<file path="config.mk">
export PLATFORM = sky130hd
export DESIGN_NAME = phm_host_flat
export DESIGN_NICKNAME = d
export VERILOG_FILES = /design/src/phm_pkg.sv /design/src/phm_if.sv /design/src/phm_host.sv /design/src/flat_wrapper.sv
export SDC_FILE = /design/constraint.sdc
export NUM_CORES = 1
export LEC_CHECK = 0
export BUFFER_PORTS_ARGS = -buffer_cell sky130_fd_sc_hd__buf_4
export CAP_MARGIN = 30
export CORE_UTILIZATION = 45
export CTS_CLUSTER_DIAMETER = 80
export CTS_CLUSTER_SIZE = 12
export DETAILED_ROUTE_END_ITERATION = 7
export PLACE_DENSITY = 0.7
export SLEW_MARGIN = 10
export SYNTH_ARGS = -nofsm -noshare
export SYNTH_HDL_FRONTEND = slang
export SYNTH_SLANG_ARGS = --single-unit
</file>
<file path="constraint.sdc">
create_clock -name clk -period 2.5 [get_ports clk]
set_input_delay 0.75 -clock clk [delete_from_list [all_inputs] [get_ports clk]]
set_output_delay 0.75 -clock clk [all_outputs]
set_load 0.01 [all_outputs]
</file>
<file path="src/phm_pkg.sv">
package phm_pkg;
	// ----------------------------------------------------------------
	// register select codes
	// ----------------------------------------------------------------
	localparam logic [1:0] ADDR_MESSAGE    = 2'h0;
	localparam logic [1:0] ADDR_CONTROL    = 2'h1;
	localparam logic [1:0] ADDR_PCM        = 2'h2;
	localparam logic [1:0] ADDR_COMPRESSED = 2'h3;
	// ----------------------------------------------------------------
	// control register fields
	// ----------------------------------------------------------------
	localparam int BIT_OUT_READY = 1;
	localparam int BIT_IN_BUSY   = 2;
	localparam logic [7:0] CONTROL_RESET = 8'h00;
	// ----------------------------------------------------------------
	// message lengths and timing
	// ----------------------------------------------------------------
	localparam logic [2:0] BOOT_WRITE_LEN = 3'h3;
	localparam logic [2:0] BOOT_READ_LEN  = 3'h1;
	localparam logic [2:0] RUN_READ_LEN   = 3'h6;
	localparam int CLK_MHZ            = 100;
	localparam int UNSOLICITED_WAIT_US = 100;
	localparam int UNSOLICITED_WAIT_CYC = UNSOLICITED_WAIT_US * CLK_MHZ;
	// the device needs three synchroniser stages and one register stage
	// before its read data stands, so the strobe must outlast that
	localparam int STROBE_LOW_CYC = 5;
	// ----------------------------------------------------------------
	// wishbone register offsets of the host controller
	// ----------------------------------------------------------------
	localparam logic [3:0] WB_TX_DATA = 4'h0;
	localparam logic [3:0] WB_RX_DATA = 4'h4;
	localparam logic [3:0] WB_STATUS  = 4'h8;
	localparam logic [3:0] WB_CONFIG  = 4'hC;
	localparam int ST_TX_BUSY  = 0;
	localparam int ST_RX_VALID = 1;
	localparam int ST_UNSOL    = 2;
	localparam int ST_IRQ      = 3;
	localparam int CFG_STROBE_MODE = 0;
	typedef enum logic [2:0] {
		H_IDLE    = 3'h0,
		H_POLL    = 3'h1,
		H_CHECK   = 3'h2,
		H_XFER    = 3'h3,
		H_GAP     = 3'h4
	} phm_host_state_t;
endpackage

</file>
<file path="src/phm_if.sv">
`timescale 1ns/1ps
interface phm_if;
	logic       chipSel_n;
	logic       writeStrobe_n;
	logic       readStrobe_n;
	logic       data_strobe_n;
	logic       readNotWrite;
	logic [1:0] regAddr;
	logic [7:0] hostData;
	logic       hostDataOe;
	logic [7:0] devData;
	logic       devDataOe;
	logic       message_pending_irq_n;
	logic       strobeMode;
	wire  [7:0] dataBus = hostDataOe ? hostData :
		(devDataOe ? devData : 8'hFF);
	modport device (
		input  chipSel_n, writeStrobe_n, readStrobe_n, data_strobe_n,
		input  readNotWrite, regAddr, hostData, hostDataOe, strobeMode,
		output devData, devDataOe, message_pending_irq_n
	);
	modport host (
		output chipSel_n, writeStrobe_n, readStrobe_n, data_strobe_n,
		output readNotWrite, regAddr, hostData, hostDataOe, strobeMode,
		input  devData, devDataOe, message_pending_irq_n
	);
endinterface

</file>
<file path="src/phm_host.sv">
// Added by the designer: the Wishbone slave port.
`timescale 1ns/1ps
module phm_host (
	input  wire logic        clk,
	input  wire logic        nrst,
	input  wire logic        clkEn,
	phm_if.host              bus,
	input  wire logic        wbCyc,
	input  wire logic        wbStb,
	input  wire logic        wbWe,
	input  wire logic [3:0]  wbAdr,
	input  wire logic [3:0]  wbSel,
	input  wire logic [31:0] wbDatW,
	output logic      [31:0] wbDatR,
	output logic             wbAck
);
	// ----------------------------------------------------------------
	// state
	// ----------------------------------------------------------------
	typedef struct packed {
		phm_pkg::phm_host_state_t fsm;
		logic [2:0]  irqSync;
		logic        txPend;
		logic [7:0]  txByte;
		logic        rxWant;
		logic [7:0]  rxByte;
		logic        rxValid;
		logic        unsol;
		logic        strobeMode;
		logic        doRead;
		logic [1:0]  addr;
		logic [2:0]  phase;
		logic [13:0] waitCnt;
		logic        armWait;
		logic        csN;
		logic        wrN;
		logic        rdN;
		logic        dsN;
		logic        rnw;
		logic        oe;
		logic [7:0]  dOut;
		logic [31:0] datR;
		logic        ack;
	} phm_host_reg_t;
	phm_host_reg_t st_reg;
	phm_host_reg_t st_next;
	logic wbReq;
	always_comb begin
		st_next = st_reg;
		st_next.ack = 1'b0;
		st_next.irqSync = {st_reg.irqSync[1:0], ~bus.message_pending_irq_n};
		wbReq = wbCyc & wbStb & ~st_reg.ack;
		if (wbReq) begin
			st_next.ack = 1'b1;
			st_next.datR = 32'h0000_0000;
			unique case (wbAdr)
				phm_pkg::WB_TX_DATA: if (wbWe && wbSel[0] && !st_reg.txPend) begin
					st_next.txByte = wbDatW[7:0];
					st_next.txPend = 1'b1;
				end
				phm_pkg::WB_RX_DATA: begin
					st_next.datR[7:0] = st_reg.rxByte;
					if (!wbWe) st_next.rxValid = 1'b0;
				end
				phm_pkg::WB_STATUS: begin
					st_next.datR[phm_pkg::ST_TX_BUSY] = st_reg.txPend;
					st_next.datR[phm_pkg::ST_RX_VALID] = st_reg.rxValid;
					st_next.datR[phm_pkg::ST_UNSOL] = st_reg.unsol;
					st_next.datR[phm_pkg::ST_IRQ] =
						st_reg.irqSync[1] & st_reg.irqSync[2];
					if (wbWe && wbSel[0] && wbDatW[phm_pkg::ST_RX_VALID])
						st_next.rxWant = 1'b1;
					if (wbWe && wbSel[0] && wbDatW[phm_pkg::ST_UNSOL])
						st_next.unsol = 1'b0;
				end
				phm_pkg::WB_CONFIG: begin
					st_next.datR[phm_pkg::CFG_STROBE_MODE] = st_reg.strobeMode;
					if (wbWe && wbSel[0])
						st_next.strobeMode = wbDatW[phm_pkg::CFG_STROBE_MODE];
				end
				default: ;
			endcase
		end
		if (st_reg.waitCnt != 14'h0000)
			st_next.waitCnt = st_reg.waitCnt - 14'h0001;
		unique case (st_reg.fsm)
			phm_pkg::H_IDLE: begin
				if (st_reg.txPend || (st_reg.rxWant && !st_reg.rxValid)) begin
					st_next.doRead = ~st_reg.txPend;
					st_next.addr = phm_pkg::ADDR_CONTROL;
					st_next.fsm = phm_pkg::H_POLL;
				end else if (st_reg.armWait && st_reg.waitCnt == 14'h0000) begin
					st_next.armWait = 1'b0;
					st_next.doRead = 1'b1;
					st_next.addr = phm_pkg::ADDR_CONTROL;
					st_next.fsm = phm_pkg::H_POLL;
				end
			end
			phm_pkg::H_POLL, phm_pkg::H_XFER: begin
				st_next.phase = st_reg.phase + 3'h1;
				st_next.rnw = (st_reg.fsm == phm_pkg::H_POLL) | st_reg.doRead;
				// hold off the data drive one cycle: the device releases
				// its drive from the last poll late, through its synchroniser
				st_next.oe = ~st_next.rnw & (st_reg.phase != 3'h0);
				st_next.dOut = st_reg.txByte;
				st_next.csN = 1'b0;
				st_next.wrN = st_reg.strobeMode | st_next.rnw;
				st_next.rdN = st_reg.strobeMode | ~st_next.rnw;
				st_next.dsN = ~st_reg.strobeMode;
				if (st_reg.phase == 3'(phm_pkg::STROBE_LOW_CYC)) begin
					st_next.phase = 3'h0;
					st_next.csN = 1'b1;
					st_next.wrN = 1'b1;
					st_next.rdN = 1'b1;
					st_next.dsN = 1'b1;
					st_next.fsm = (st_reg.fsm == phm_pkg::H_POLL) ?
						phm_pkg::H_CHECK : phm_pkg::H_GAP;
					if (st_reg.fsm == phm_pkg::H_POLL)
						st_next.datR = {24'h000000, bus.devData};
					else if (st_reg.doRead) begin
						st_next.rxByte = bus.devData;
						st_next.rxValid = 1'b1;
						st_next.rxWant = 1'b0;
						if (!st_reg.rxWant) st_next.unsol = 1'b1;
						st_next.armWait = 1'b1;
						st_next.waitCnt = 14'(phm_pkg::UNSOLICITED_WAIT_CYC);
					end else
						st_next.txPend = 1'b0;
				end
			end
			phm_pkg::H_CHECK: begin
				st_next.oe = 1'b0;
				st_next.addr = phm_pkg::ADDR_MESSAGE;
				// keep polling until the condition holds; an unsolicited ready check instead gives up through H_GAP
				if (st_reg.doRead ? st_reg.datR[phm_pkg::BIT_OUT_READY]
						: !st_reg.datR[phm_pkg::BIT_IN_BUSY])
					st_next.fsm = phm_pkg::H_XFER;
				else begin
					st_next.addr = phm_pkg::ADDR_CONTROL;
					st_next.fsm = st_reg.doRead && !st_reg.rxWant ?
						phm_pkg::H_GAP : phm_pkg::H_POLL;
				end
			end
			phm_pkg::H_GAP: begin
				st_next.oe = 1'b0;
				st_next.fsm = phm_pkg::H_IDLE;
			end
			default: st_next.fsm = phm_pkg::H_IDLE;
		endcase
	end
	always_ff @(posedge clk or negedge nrst) begin
		if (!nrst) begin
			st_reg <= '0;
			st_reg.csN <= 1'b1;
			st_reg.wrN <= 1'b1;
			st_reg.rdN <= 1'b1;
			st_reg.dsN <= 1'b1;
			st_reg.rnw <= 1'b1;
		end else if (clkEn) begin
			st_reg <= st_next;
		end
	end
	assign bus.chipSel_n = st_reg.csN;
	assign bus.writeStrobe_n = st_reg.wrN;
	assign bus.readStrobe_n = st_reg.rdN;
	assign bus.data_strobe_n = st_reg.dsN;
	assign bus.readNotWrite = st_reg.rnw;
	assign bus.regAddr = st_reg.addr;
	assign bus.hostData = st_reg.dOut;
	assign bus.hostDataOe = st_reg.oe;
	assign bus.strobeMode = st_reg.strobeMode;
	assign wbDatR = st_reg.datR;
	assign wbAck = st_reg.ack;
endmodule // phm_host

</file>
<file path="src/flat_wrapper.sv">
// flat-port wrapper written by rule: the top's interface ports become plain ports
module phm_host_flat 
  (clk, nrst, clkEn, wbCyc, wbStb, wbWe, wbAdr, wbSel, wbDatW, wbDatR, wbAck, bus_chipSel_n, bus_writeStrobe_n, bus_readStrobe_n, bus_data_strobe_n, bus_readNotWrite, bus_regAddr, bus_hostData, bus_hostDataOe, bus_strobeMode, bus_devData, bus_devDataOe, bus_message_pending_irq_n);
  phm_if bus_i ();
  input  wire logic clk;
  input  wire logic nrst;
  input  wire logic clkEn;
  input  wire logic wbCyc;
  input  wire logic wbStb;
  input  wire logic wbWe;
  input  wire logic [3:0] wbAdr;
  input  wire logic [3:0] wbSel;
  input  wire logic [31:0] wbDatW;
  output logic      [31:0] wbDatR;
  output logic wbAck;
  output wire logic [$bits(bus_i.chipSel_n)-1:0] bus_chipSel_n;
  output wire logic [$bits(bus_i.writeStrobe_n)-1:0] bus_writeStrobe_n;
  output wire logic [$bits(bus_i.readStrobe_n)-1:0] bus_readStrobe_n;
  output wire logic [$bits(bus_i.data_strobe_n)-1:0] bus_data_strobe_n;
  output wire logic [$bits(bus_i.readNotWrite)-1:0] bus_readNotWrite;
  output wire logic [$bits(bus_i.regAddr)-1:0] bus_regAddr;
  output wire logic [$bits(bus_i.hostData)-1:0] bus_hostData;
  output wire logic [$bits(bus_i.hostDataOe)-1:0] bus_hostDataOe;
  output wire logic [$bits(bus_i.strobeMode)-1:0] bus_strobeMode;
  input wire logic [$bits(bus_i.devData)-1:0] bus_devData;
  input wire logic [$bits(bus_i.devDataOe)-1:0] bus_devDataOe;
  input wire logic [$bits(bus_i.message_pending_irq_n)-1:0] bus_message_pending_irq_n;
  assign bus_chipSel_n = bus_i.chipSel_n;
  assign bus_writeStrobe_n = bus_i.writeStrobe_n;
  assign bus_readStrobe_n = bus_i.readStrobe_n;
  assign bus_data_strobe_n = bus_i.data_strobe_n;
  assign bus_readNotWrite = bus_i.readNotWrite;
  assign bus_regAddr = bus_i.regAddr;
  assign bus_hostData = bus_i.hostData;
  assign bus_hostDataOe = bus_i.hostDataOe;
  assign bus_strobeMode = bus_i.strobeMode;
  assign bus_i.devData = bus_devData;
  assign bus_i.devDataOe = bus_devDataOe;
  assign bus_i.message_pending_irq_n = bus_message_pending_irq_n;
  phm_host u_core (.clk(clk), .nrst(nrst), .clkEn(clkEn), .bus(bus_i), .wbCyc(wbCyc), .wbStb(wbStb), .wbWe(wbWe), .wbAdr(wbAdr), .wbSel(wbSel), .wbDatW(wbDatW), .wbDatR(wbDatR), .wbAck(wbAck));
endmodule
</file>
==> impl_metrics.tcl, run 1 <==
set metrics [dict create \
    dieArea_um2 10400 \
    crit_chain "nand3b_1, o31ai_1, o22ai_1, a21oi_1" \
    cts_resized 0 \
    met1_length_um 4370 \
    slew_viol_final 0 \
    cts_setup_buffers 0 \
    dp_hpwl_um 6540 \
    power_switching_share 0.327 \
    cts_tree "yes" \
    p_seq_frac 0.500 \
    via_per_inst 5.24 \
    top_layer_used "met4" \
    ys_warn_count 0 \
    fp-row-count 36 \
    maxCapViolCount 0 \
    grt_pass1_vias 3036 \
    vias 3230 \
    intPower_w 0.00284 \
    die_w_um 102 \
    antenna_found_initial 0 \
    drtIter0Drc 115 \
    outcome "finished, final reports clean" \
    fin_crit_ps 2190 \
    hold_slack_ps 314 \
    io_buffers 76 \
    seq_area_um2 2360 \
    hold_viol 0 \
    worstSkewPairLatency_ps 360 \
    cpPeakStageDelay_ps 930 \
    final_common_cell "buf_4" \
    layout-drive-gt1-share 0.286 \
    final_cells 616 \
    p_clk_frac 0.259 \
    tightest_slew_ps 982 \
    async_flop_share 1.00 \
    grt_setup_unrepaired "no" \
    place.gp.congestion 0.801 \
    ant_nets 0 \
    drc 0 \
    p_sw_w 0.00138 \
    io_pins 106 \
    ys_top_cells_by_area "dfrtp_1 50%, buf_4 7.0%, nand2_1 6.3%" \
    avgRoutedWirePerCell_um 15.2 \
    fin_crit_sh 0.876 \
    synthDistinctLibCells 62 \
    synth_top_area_frac 0.496 \
    hold_buffers 0 \
    synthCells 440 \
    numCtsBuffers 9 \
    synthToLayoutAreaGrowth_pct 14.0 \
    synth.net_count 497 \
    setup_violations 0 \
    die_h_um 102 \
    arrival_ps 2480 \
    crit_type "flip-flop to flip-flop" \
    dpl.cell_count 601 \
    n_antenna_cell 0 \
    slew_headroom 0.340 \
    avgSynthCellArea_um2 10.2 \
    end_kind "flip-flop" \
    clk_path_buf_depth 2 \
    wl_met2_um 4470 \
    ff2ff_path_depth 4 \
    multiInputGateArea_um2 1660 \
    synth-edff-count 0 \
    pwr-share-comb 0.242 \
    grtUsageTotal 0.190 \
    power_w 0.00423 \
    grt_pass1_wl_um 15200 \
    core_area_um2 9730 \
    cts_num_sinks 94 \
    cts-root-buf "clkbuf_8" \
    required_ps 2790 \
    final_nets 536 \
    nFillCells 889 \
    wl_um 9370 \
    power-per-cell-area_nw_per_um2 825 \
    setup_tns_ps 0 \
    dr_wl_met3_um 418 \
    post-route-util 0.526 \
    synth_area_um2 4490 \
    synthFlopType "dfrtp_1" \
    clock-skew-final_ps 7.77 \
    start_kind "flip-flop" \
    yosysSeqAreaShare 0.525 \
    synth-seq-cells 94 \
    initial_core_util 0.462 \
    cp_max_fo 8 \
    grt_max_degree 38 \
    grt_remaining_overflow 0 \
    hold_path.class "primary input to asynchronous set/reset pin" \
    final_cell_mix "90 x buf_4, 89 x dfrtp_1, 75 x nand2_1" \
    fmax_ghz 0.457 \
    slowest_stage "o31ai_1" \
    cts_max_level 3 \
    largest_register_ffs 43 \
    first_pass_iters 6 \
    peakVddDrop_v 0.000396 \
    synth_top_cell_by_area "dfrtp_1" \
    p_leak_nw 2.47 \
    clkSlewWorstSetupHoldPaths_ps 90 \
]
==> routing by layer <==
metal	global-route usage	vias to the layer above
met2	0.302	86
met4	0.0593	0
li1	-	1570
met5	0	-
met3	0.0383	11
met1	0.264	1563
==> final cells by class <==
type | instances | area share
flip-flops and latches | 94 | 0.461
multi-input cells | 276 | 0.325
repair buffers | 91 | 0.136
well taps | 133 | 0.0325
clock buffers | 10 | 0.0249
clock inverters | 5 | 0.0164
inverters | 7 | 0.00513
==> power groups by stage <==
stage | sequential [W] | clock [W] | combinational (W)
floorplan | 0.00203 | 0 | 0.000810
global placement | 0.00211 | 0 | 0.000998
detailed placement | 0.00213 | 0 | 0.00103
CTS | 0.00210 | 0.00112 | 0.00103
global route | 0.00216 | 0.00117 | 0.00115
finish | 0.00211 | 0.00109 | 0.00102
==> final timing paths <==
kind                       slack, ps                                 end                          start
max                              310        u_core.wbDatR[4]$_DFFE_PN0P_  u_core.st_reg[63]$_DFFE_PN0P_
min                              310       u_core.wbDatR[26]$_DFFE_PN0P_                           nrst
max reg2reg                      310        u_core.wbDatR[4]$_DFFE_PN0P_  u_core.st_reg[63]$_DFFE_PN0P_
min reg2reg                      470  u_core.bus.hostData[5]$_DFFE_PN0P_  u_core.st_reg[85]$_DFFE_PN0P_
max in group asynchronous       1590       u_core.st_reg[72]$_DFFE_PN0P_                           nrst
min in group clk                 470  u_core.bus.hostData[5]$_DFFE_PN0P_  u_core.st_reg[85]$_DFFE_PN0P_
==> through the flow <==
step           cell area (um^2)  setup slack, ps
2_1_floorplan              4490              391
3_3_place_gp               4910              238
3_5_place_dp               4910              199
4_1_cts                    5120              302
5_1_grt                    5120              161
6_report                   5120              310
==> critical path: cells and delay by family (launching register included) <==
family / cells / cell delay [ps]
AO/OA/AOI/OAI: 3 / 1280
AND/OR/NAND/NOR: 1 / 400
flip-flops: 1 / 440
==> kinds of logic (layout without fill, tap and decap cells) <==
kind of cell | count (synthesis) | in the layout | synth area share
and+or+nand+nor | 186 | 186 | 0.224
DFF | 94 | 94 | 0.525
AOI/OAI and AO/OA | 75 | 75 | 0.110
buffers and inverters | 70 | 113 | 0.106
muxes | 11 | 11 | 0.0276
xor gates and xnor gates | 2 | 2 | 0.00390
adders and majority gates | 1 | 1 | 0.00279
other | 1 | 1 | 0.000835
==> Yosys cell counts, types with 8 or more instances <==
| library cell | instances |
|---|---|
| dfrtp_1 | 89 |
| and2_1 | 24 |
| nor2_1 | 19 |
| clkbuf_1 | 12 |
| buf_4 | 42 |
| o21ai_0 | 15 |
| a21oi_1 | 17 |
| nand2_1 | 75 |
| nor4b_1 | 8 |
| mux2_2 | 11 |
| nand3_1 | 8 |
(Power assumes the default switching activity.)
==> inputs of run 2 (changes only) <==
Settings changed: CORE_UTILIZATION 45 to 25, PLACE_DENSITY 0.7 to 0.44.
==> run 2 against run 1 <==
  * Sequential power about the same
  * Clock power grew 28%
  * Total power up 7.4%
  * Via count up 1.5%
  * Critical path depth unchanged
  * Register-to-register slack lost 20 ps
  * Flip-flop and latch count is the same
==> impl_metrics.tcl, run 2 (synthesized netlist as in run 1, its figures left out) <==
set metrics [dict create \
    outcome "finished, final reports clean" \
    required_ps 2770 \
    ff2ff_path_depth 4 \
    drc 0 \
    io_buffers 76 \
    cts_max_level 3 \
    via_per_inst 4.61 \
    cts_resized 0 \
    power_w 0.00454 \
    initial_core_util 0.258 \
    clk_path_buf_depth 2 \
    fin_crit_ps 2210 \
    place.gp.congestion 0.790 \
    setup_violations 0 \
    setup_tns_ps 0 \
    largest_register_ffs 43 \
    layout-drive-gt1-share 0.294 \
    io_pins 106 \
    vias 3277 \
    cpPeakStageDelay_ps 950 \
    wl_um 11100 \
    slowest_stage "o31ai_1" \
    dp_hpwl_um 7770 \
    tightest_slew_ps 1030 \
    avgRoutedWirePerCell_um 15.6 \
    fmax_ghz 0.452 \
    final_nets 538 \
    cts-root-buf "clkbuf_16" \
    first_pass_iters 4 \
    hold_buffers 0 \
    dieArea_um2 18500 \
    final_cell_mix "91 x buf_4, 89 x dfrtp_1, 75 x nand2_1" \
    cts_num_sinks 94 \
    final_common_cell "buf_4" \
    fin_crit_sh 0.885 \
    core_area_um2 17400 \
    maxCapViolCount 0 \
    grt_pass1_wl_um 17800 \
    grtUsageTotal 0.126 \
    crit_chain "nand3b_1, o31ai_1, o22ai_1, a21oi_1" \
    die_w_um 136 \
    numCtsBuffers 9 \
    synthToLayoutAreaGrowth_pct 19.2 \
    fp-row-count 48 \
    die_h_um 136 \
    clkSlewWorstSetupHoldPaths_ps 70 \
    grt_remaining_overflow 0 \
    slew_viol_final 0 \
    cts_tree "yes" \
    grt_pass1_vias 3267 \
    start_kind "flip-flop" \
    nFillCells 1847 \
    n_antenna_cell 0 \
    antenna_found_initial 0 \
    grt_max_degree 43 \
    cp_max_fo 8 \
    slew_headroom 0.311 \
    hold_path.class "primary input to asynchronous set/reset pin" \
    dpl.cell_count 694 \
    drtIter0Drc 119 \
    power-per-cell-area_nw_per_um2 848 \
    final_cells 711 \
    cts_setup_buffers 0 \
    worstSkewPairLatency_ps 350 \
    peakVddDrop_v 0.000335 \
    crit_type "flip-flop to flip-flop" \
    arrival_ps 2480 \
    clock-skew-final_ps 8.15 \
    ant_nets 0 \
    hold_viol 0 \
    p_leak_nw 2.53 \
    grt_setup_unrepaired "no" \
    end_kind "flip-flop" \
]
-- run 2: path summary, 6_finish.rpt --
path                                                startpoint                                  end  slack (ps)
max                              u_core.st_reg[63]$_DFFE_PN0P_         u_core.wbDatR[7]$_DFFE_PN0P_         290
max in group asynchronous                                 nrst        u_core.st_reg[50]$_DFFE_PN0P_        1440
min                                                       nrst        u_core.wbDatR[10]$_DFFE_PN0P_         380
min reg2reg                u_core.bus.readStrobe_n$_DFFE_PN1P_  u_core.bus.readStrobe_n$_DFFE_PN1P_         460
min in group clk           u_core.bus.readStrobe_n$_DFFE_PN1P_  u_core.bus.readStrobe_n$_DFFE_PN1P_         460
max reg2reg                      u_core.st_reg[63]$_DFFE_PN0P_         u_core.wbDatR[7]$_DFFE_PN0P_         290
-- run 2: report_power, final --
part / switching, W / internal (W) / leakage [nW]
combinational: 0.000561 / 0.000485 / 1.16
clock: 0.000682 / 0.000707 / 0.143
sequential: 0.000302 / 0.00180 / 1.22
-- run 2: area by class of cell --
cell class,count,area [um^2],area share
clock buffers,9,225,0.0421
clock inverters,7,72.6,0.0136
flip-flops and latches,94,2360,0.441
multi-input cells,276,1670,0.312
well taps,225,282,0.0526
repair buffers,93,718,0.134
inverters,7,26.3,0.00491
-- run 2: routing by layer --
metal / wire (um) / share of wire / vias up / GRT usage
li1: - / - / 1586 / -
met1: 5390 / 0.49 / 1604 / 0.172
met2: 5060 / 0.46 / 77 / 0.193
met3: 477 / 0.043 / 10 / 0.0239
met4: 144 / 0.013 / 0 / 0.0531
met5: 0 / 0 / - / 0
-- run 2: critical path, delay by kind of cell (launching register included) --
family | cells | cell delay, ps
compound gates | 3 | 1320
flops | 1 | 430
simple gates | 1 | 380
-- run 2: metrics by stage --
step	hold WS, ps	instance area [um^2]	setup WS [ps]	utilization
3_5_place_dp	445	5040	9.90	0.289
4_1_cts	404	5340	280	0.306
2_1_floorplan	433	4490	391	-
5_1_grt	416	5350	157	0.307
3_3_place_gp	444	5040	128	0.289
6_report	382	5350	288	0.307
==> inputs of run 3 (changes only) <==
Settings changed: BUFFER_PORTS_ARGS -buffer_cell sky130_fd_sc_hd__buf_4 to -buffer_cell sky130_fd_sc_hd__buf_2.
==> run 3 against run 2 <==
  * Clock-buffer cell count rose by 2
  * Core utilization fell by 0.78 points
  * Critical path type unchanged
  * Worst hold slack improved by 5.7 ps
  * Largest cell class unchanged
==> impl_metrics.tcl, run 3 (synthesized netlist as in run 1, its figures left out) <==
set metrics [dict create \
    outcome "finished, final reports clean" \
    grt_pass1_vias 3286 \
    grtUsageTotal 0.123 \
    n_antenna_cell 0 \
    ant_nets 0 \
    clk_path_buf_depth 2 \
    cp_max_fo 6 \
    required_ps 2720 \
    grt_remaining_overflow 0 \
    synthToLayoutAreaGrowth_pct 16.1 \
    wl_um 10900 \
    io_buffers 76 \
    end_kind "flip-flop" \
    hold_path.class "primary input to asynchronous set/reset pin" \
    post-route-util 0.299 \
    die_h_um 136 \
    post-place-ws_ps 173 \
    fin_crit_sh 0.899 \
    grt_setup_unrepaired "no" \
    layout-drive-gt1-share 0.296 \
    via_per_inst 4.66 \
    place.gp.congestion 0.799 \
    final_cell_mix "89 x dfrtp_1, 76 x buf_2, 75 x nand2_1" \
    dp_hpwl_um 7860 \
    largest_register_ffs 43 \
    drc 0 \
    setup_violations 0 \
    grt_max_degree 41 \
    power-per-cell-area_nw_per_um2 893 \
    io_pins 106 \
    cts_max_level 3 \
    die_w_um 136 \
    crit_type "flip-flop to flip-flop" \
    cts_setup_buffers 0 \
    start_kind "flip-flop" \
    cts-root-buf "clkbuf_16" \
    antenna_found_initial 0 \
    cts_num_sinks 94 \
    numCtsBuffers 9 \
    final_common_cell "dfrtp_1" \
    clock-skew-final_ps 6.82 \
    core_area_um2 17400 \
    fin_crit_ps 2250 \
    dieArea_um2 18500 \
    tightest_slew_ps 555 \
    peakVddDrop_v 0.000339 \
    rrSetupSlack_ps 250 \
    p_leak_nw 2.53 \
    hold_viol 0 \
    worstSkewPairLatency_ps 340 \
    cts_resized 0 \
    fp-row-count 48 \
    final_nets 539 \
    clkSlewWorstSetupHoldPaths_ps 70 \
    cts_tree "yes" \
    initial_core_util 0.258 \
    setup_ws_ps 252 \
    drtIter0Drc 172 \
    setup_tns_ps 0 \
    maxCapViolCount 0 \
    vias 3315 \
    arrival_ps 2470 \
    hold_buffers 0 \
    fmax_ghz 0.445 \
    grt_pass1_wl_um 17600 \
    avgRoutedWirePerCell_um 15.4 \
    slew_headroom 0.630 \
    first_pass_iters 4 \
    slew_viol_final 0 \
]
run 3: final timing paths:
kind | from | to | cells after the start
setup / recovery | u_core.st_reg[48]$_DFFE_PN0P_ | u_core.st_reg[56]$_DFFE_PN0P_ | 6
min in group clk | u_core.bus.readStrobe_n$_DFFE_PN1P_ | u_core.bus.readStrobe_n$_DFFE_PN1P_ | 2
hold / removal | nrst | u_core.wbDatR[13]$_DFFE_PN0P_ | 1
max in group asynchronous | nrst | u_core.bus.writeStrobe_n$_DFFE_PN1P_ | 2
hold reg to reg | u_core.bus.readStrobe_n$_DFFE_PN1P_ | u_core.bus.readStrobe_n$_DFFE_PN1P_ | 2
setup reg to reg | u_core.st_reg[48]$_DFFE_PN0P_ | u_core.st_reg[56]$_DFFE_PN0P_ | 6
run 3: per-layer routing:
metal,vias up,share of wire,track usage,wire [um]
li1,1573,-,-,-
met1,1637,0.49,0.167,5380
met2,88,0.45,0.188,4880
met3,17,0.046,0.0254,501
met4,0,0.017,0.0556,191
met5,-,0,0,0
run 3: area by class of cell:
cell class	count	area, um^2
tap	225	282
fill	1854	12200
multi-input combinational	276	1670
clock buffer	11	253
timing repair buffer	94	541
sequential	94	2360
inverter	7	26.3
clock inverter	5	86.3
run 3: stage by stage:
| step | power [W] | hold slack (ps) | instance area, um^2 | cells |
|---|---|---|---|---|
| after global placement | 0.00310 | 442 | 4870 | 695 |
| after global routing | 0.00492 | 427 | 5220 | 712 |
| final | 0.00466 | 388 | 5220 | 712 |
| after detailed placement | 0.00313 | 450 | 4880 | 696 |
| after CTS | 0.00472 | 395 | 5220 | 712 |
| after floorplan | 0.00284 | 433 | 4490 | 440 |
run 3: critical path, cell delays in order, from the launching register on:
cell	delay, ps
dfrtp_1	410
inv_1	70
ha_1	230
or4b_4	530
nor4_4	440
nor4_1	90
or3b_1	360
run 3: power breakdown:
| part | switching, W | internal (W) |
|---|---|---|
| clock network | 0.000607 | 0.000942 |
| registers | 0.000303 | 0.00180 |
| logic | 0.000571 | 0.000429 |
| total | 0.00148 | 0.00318 |
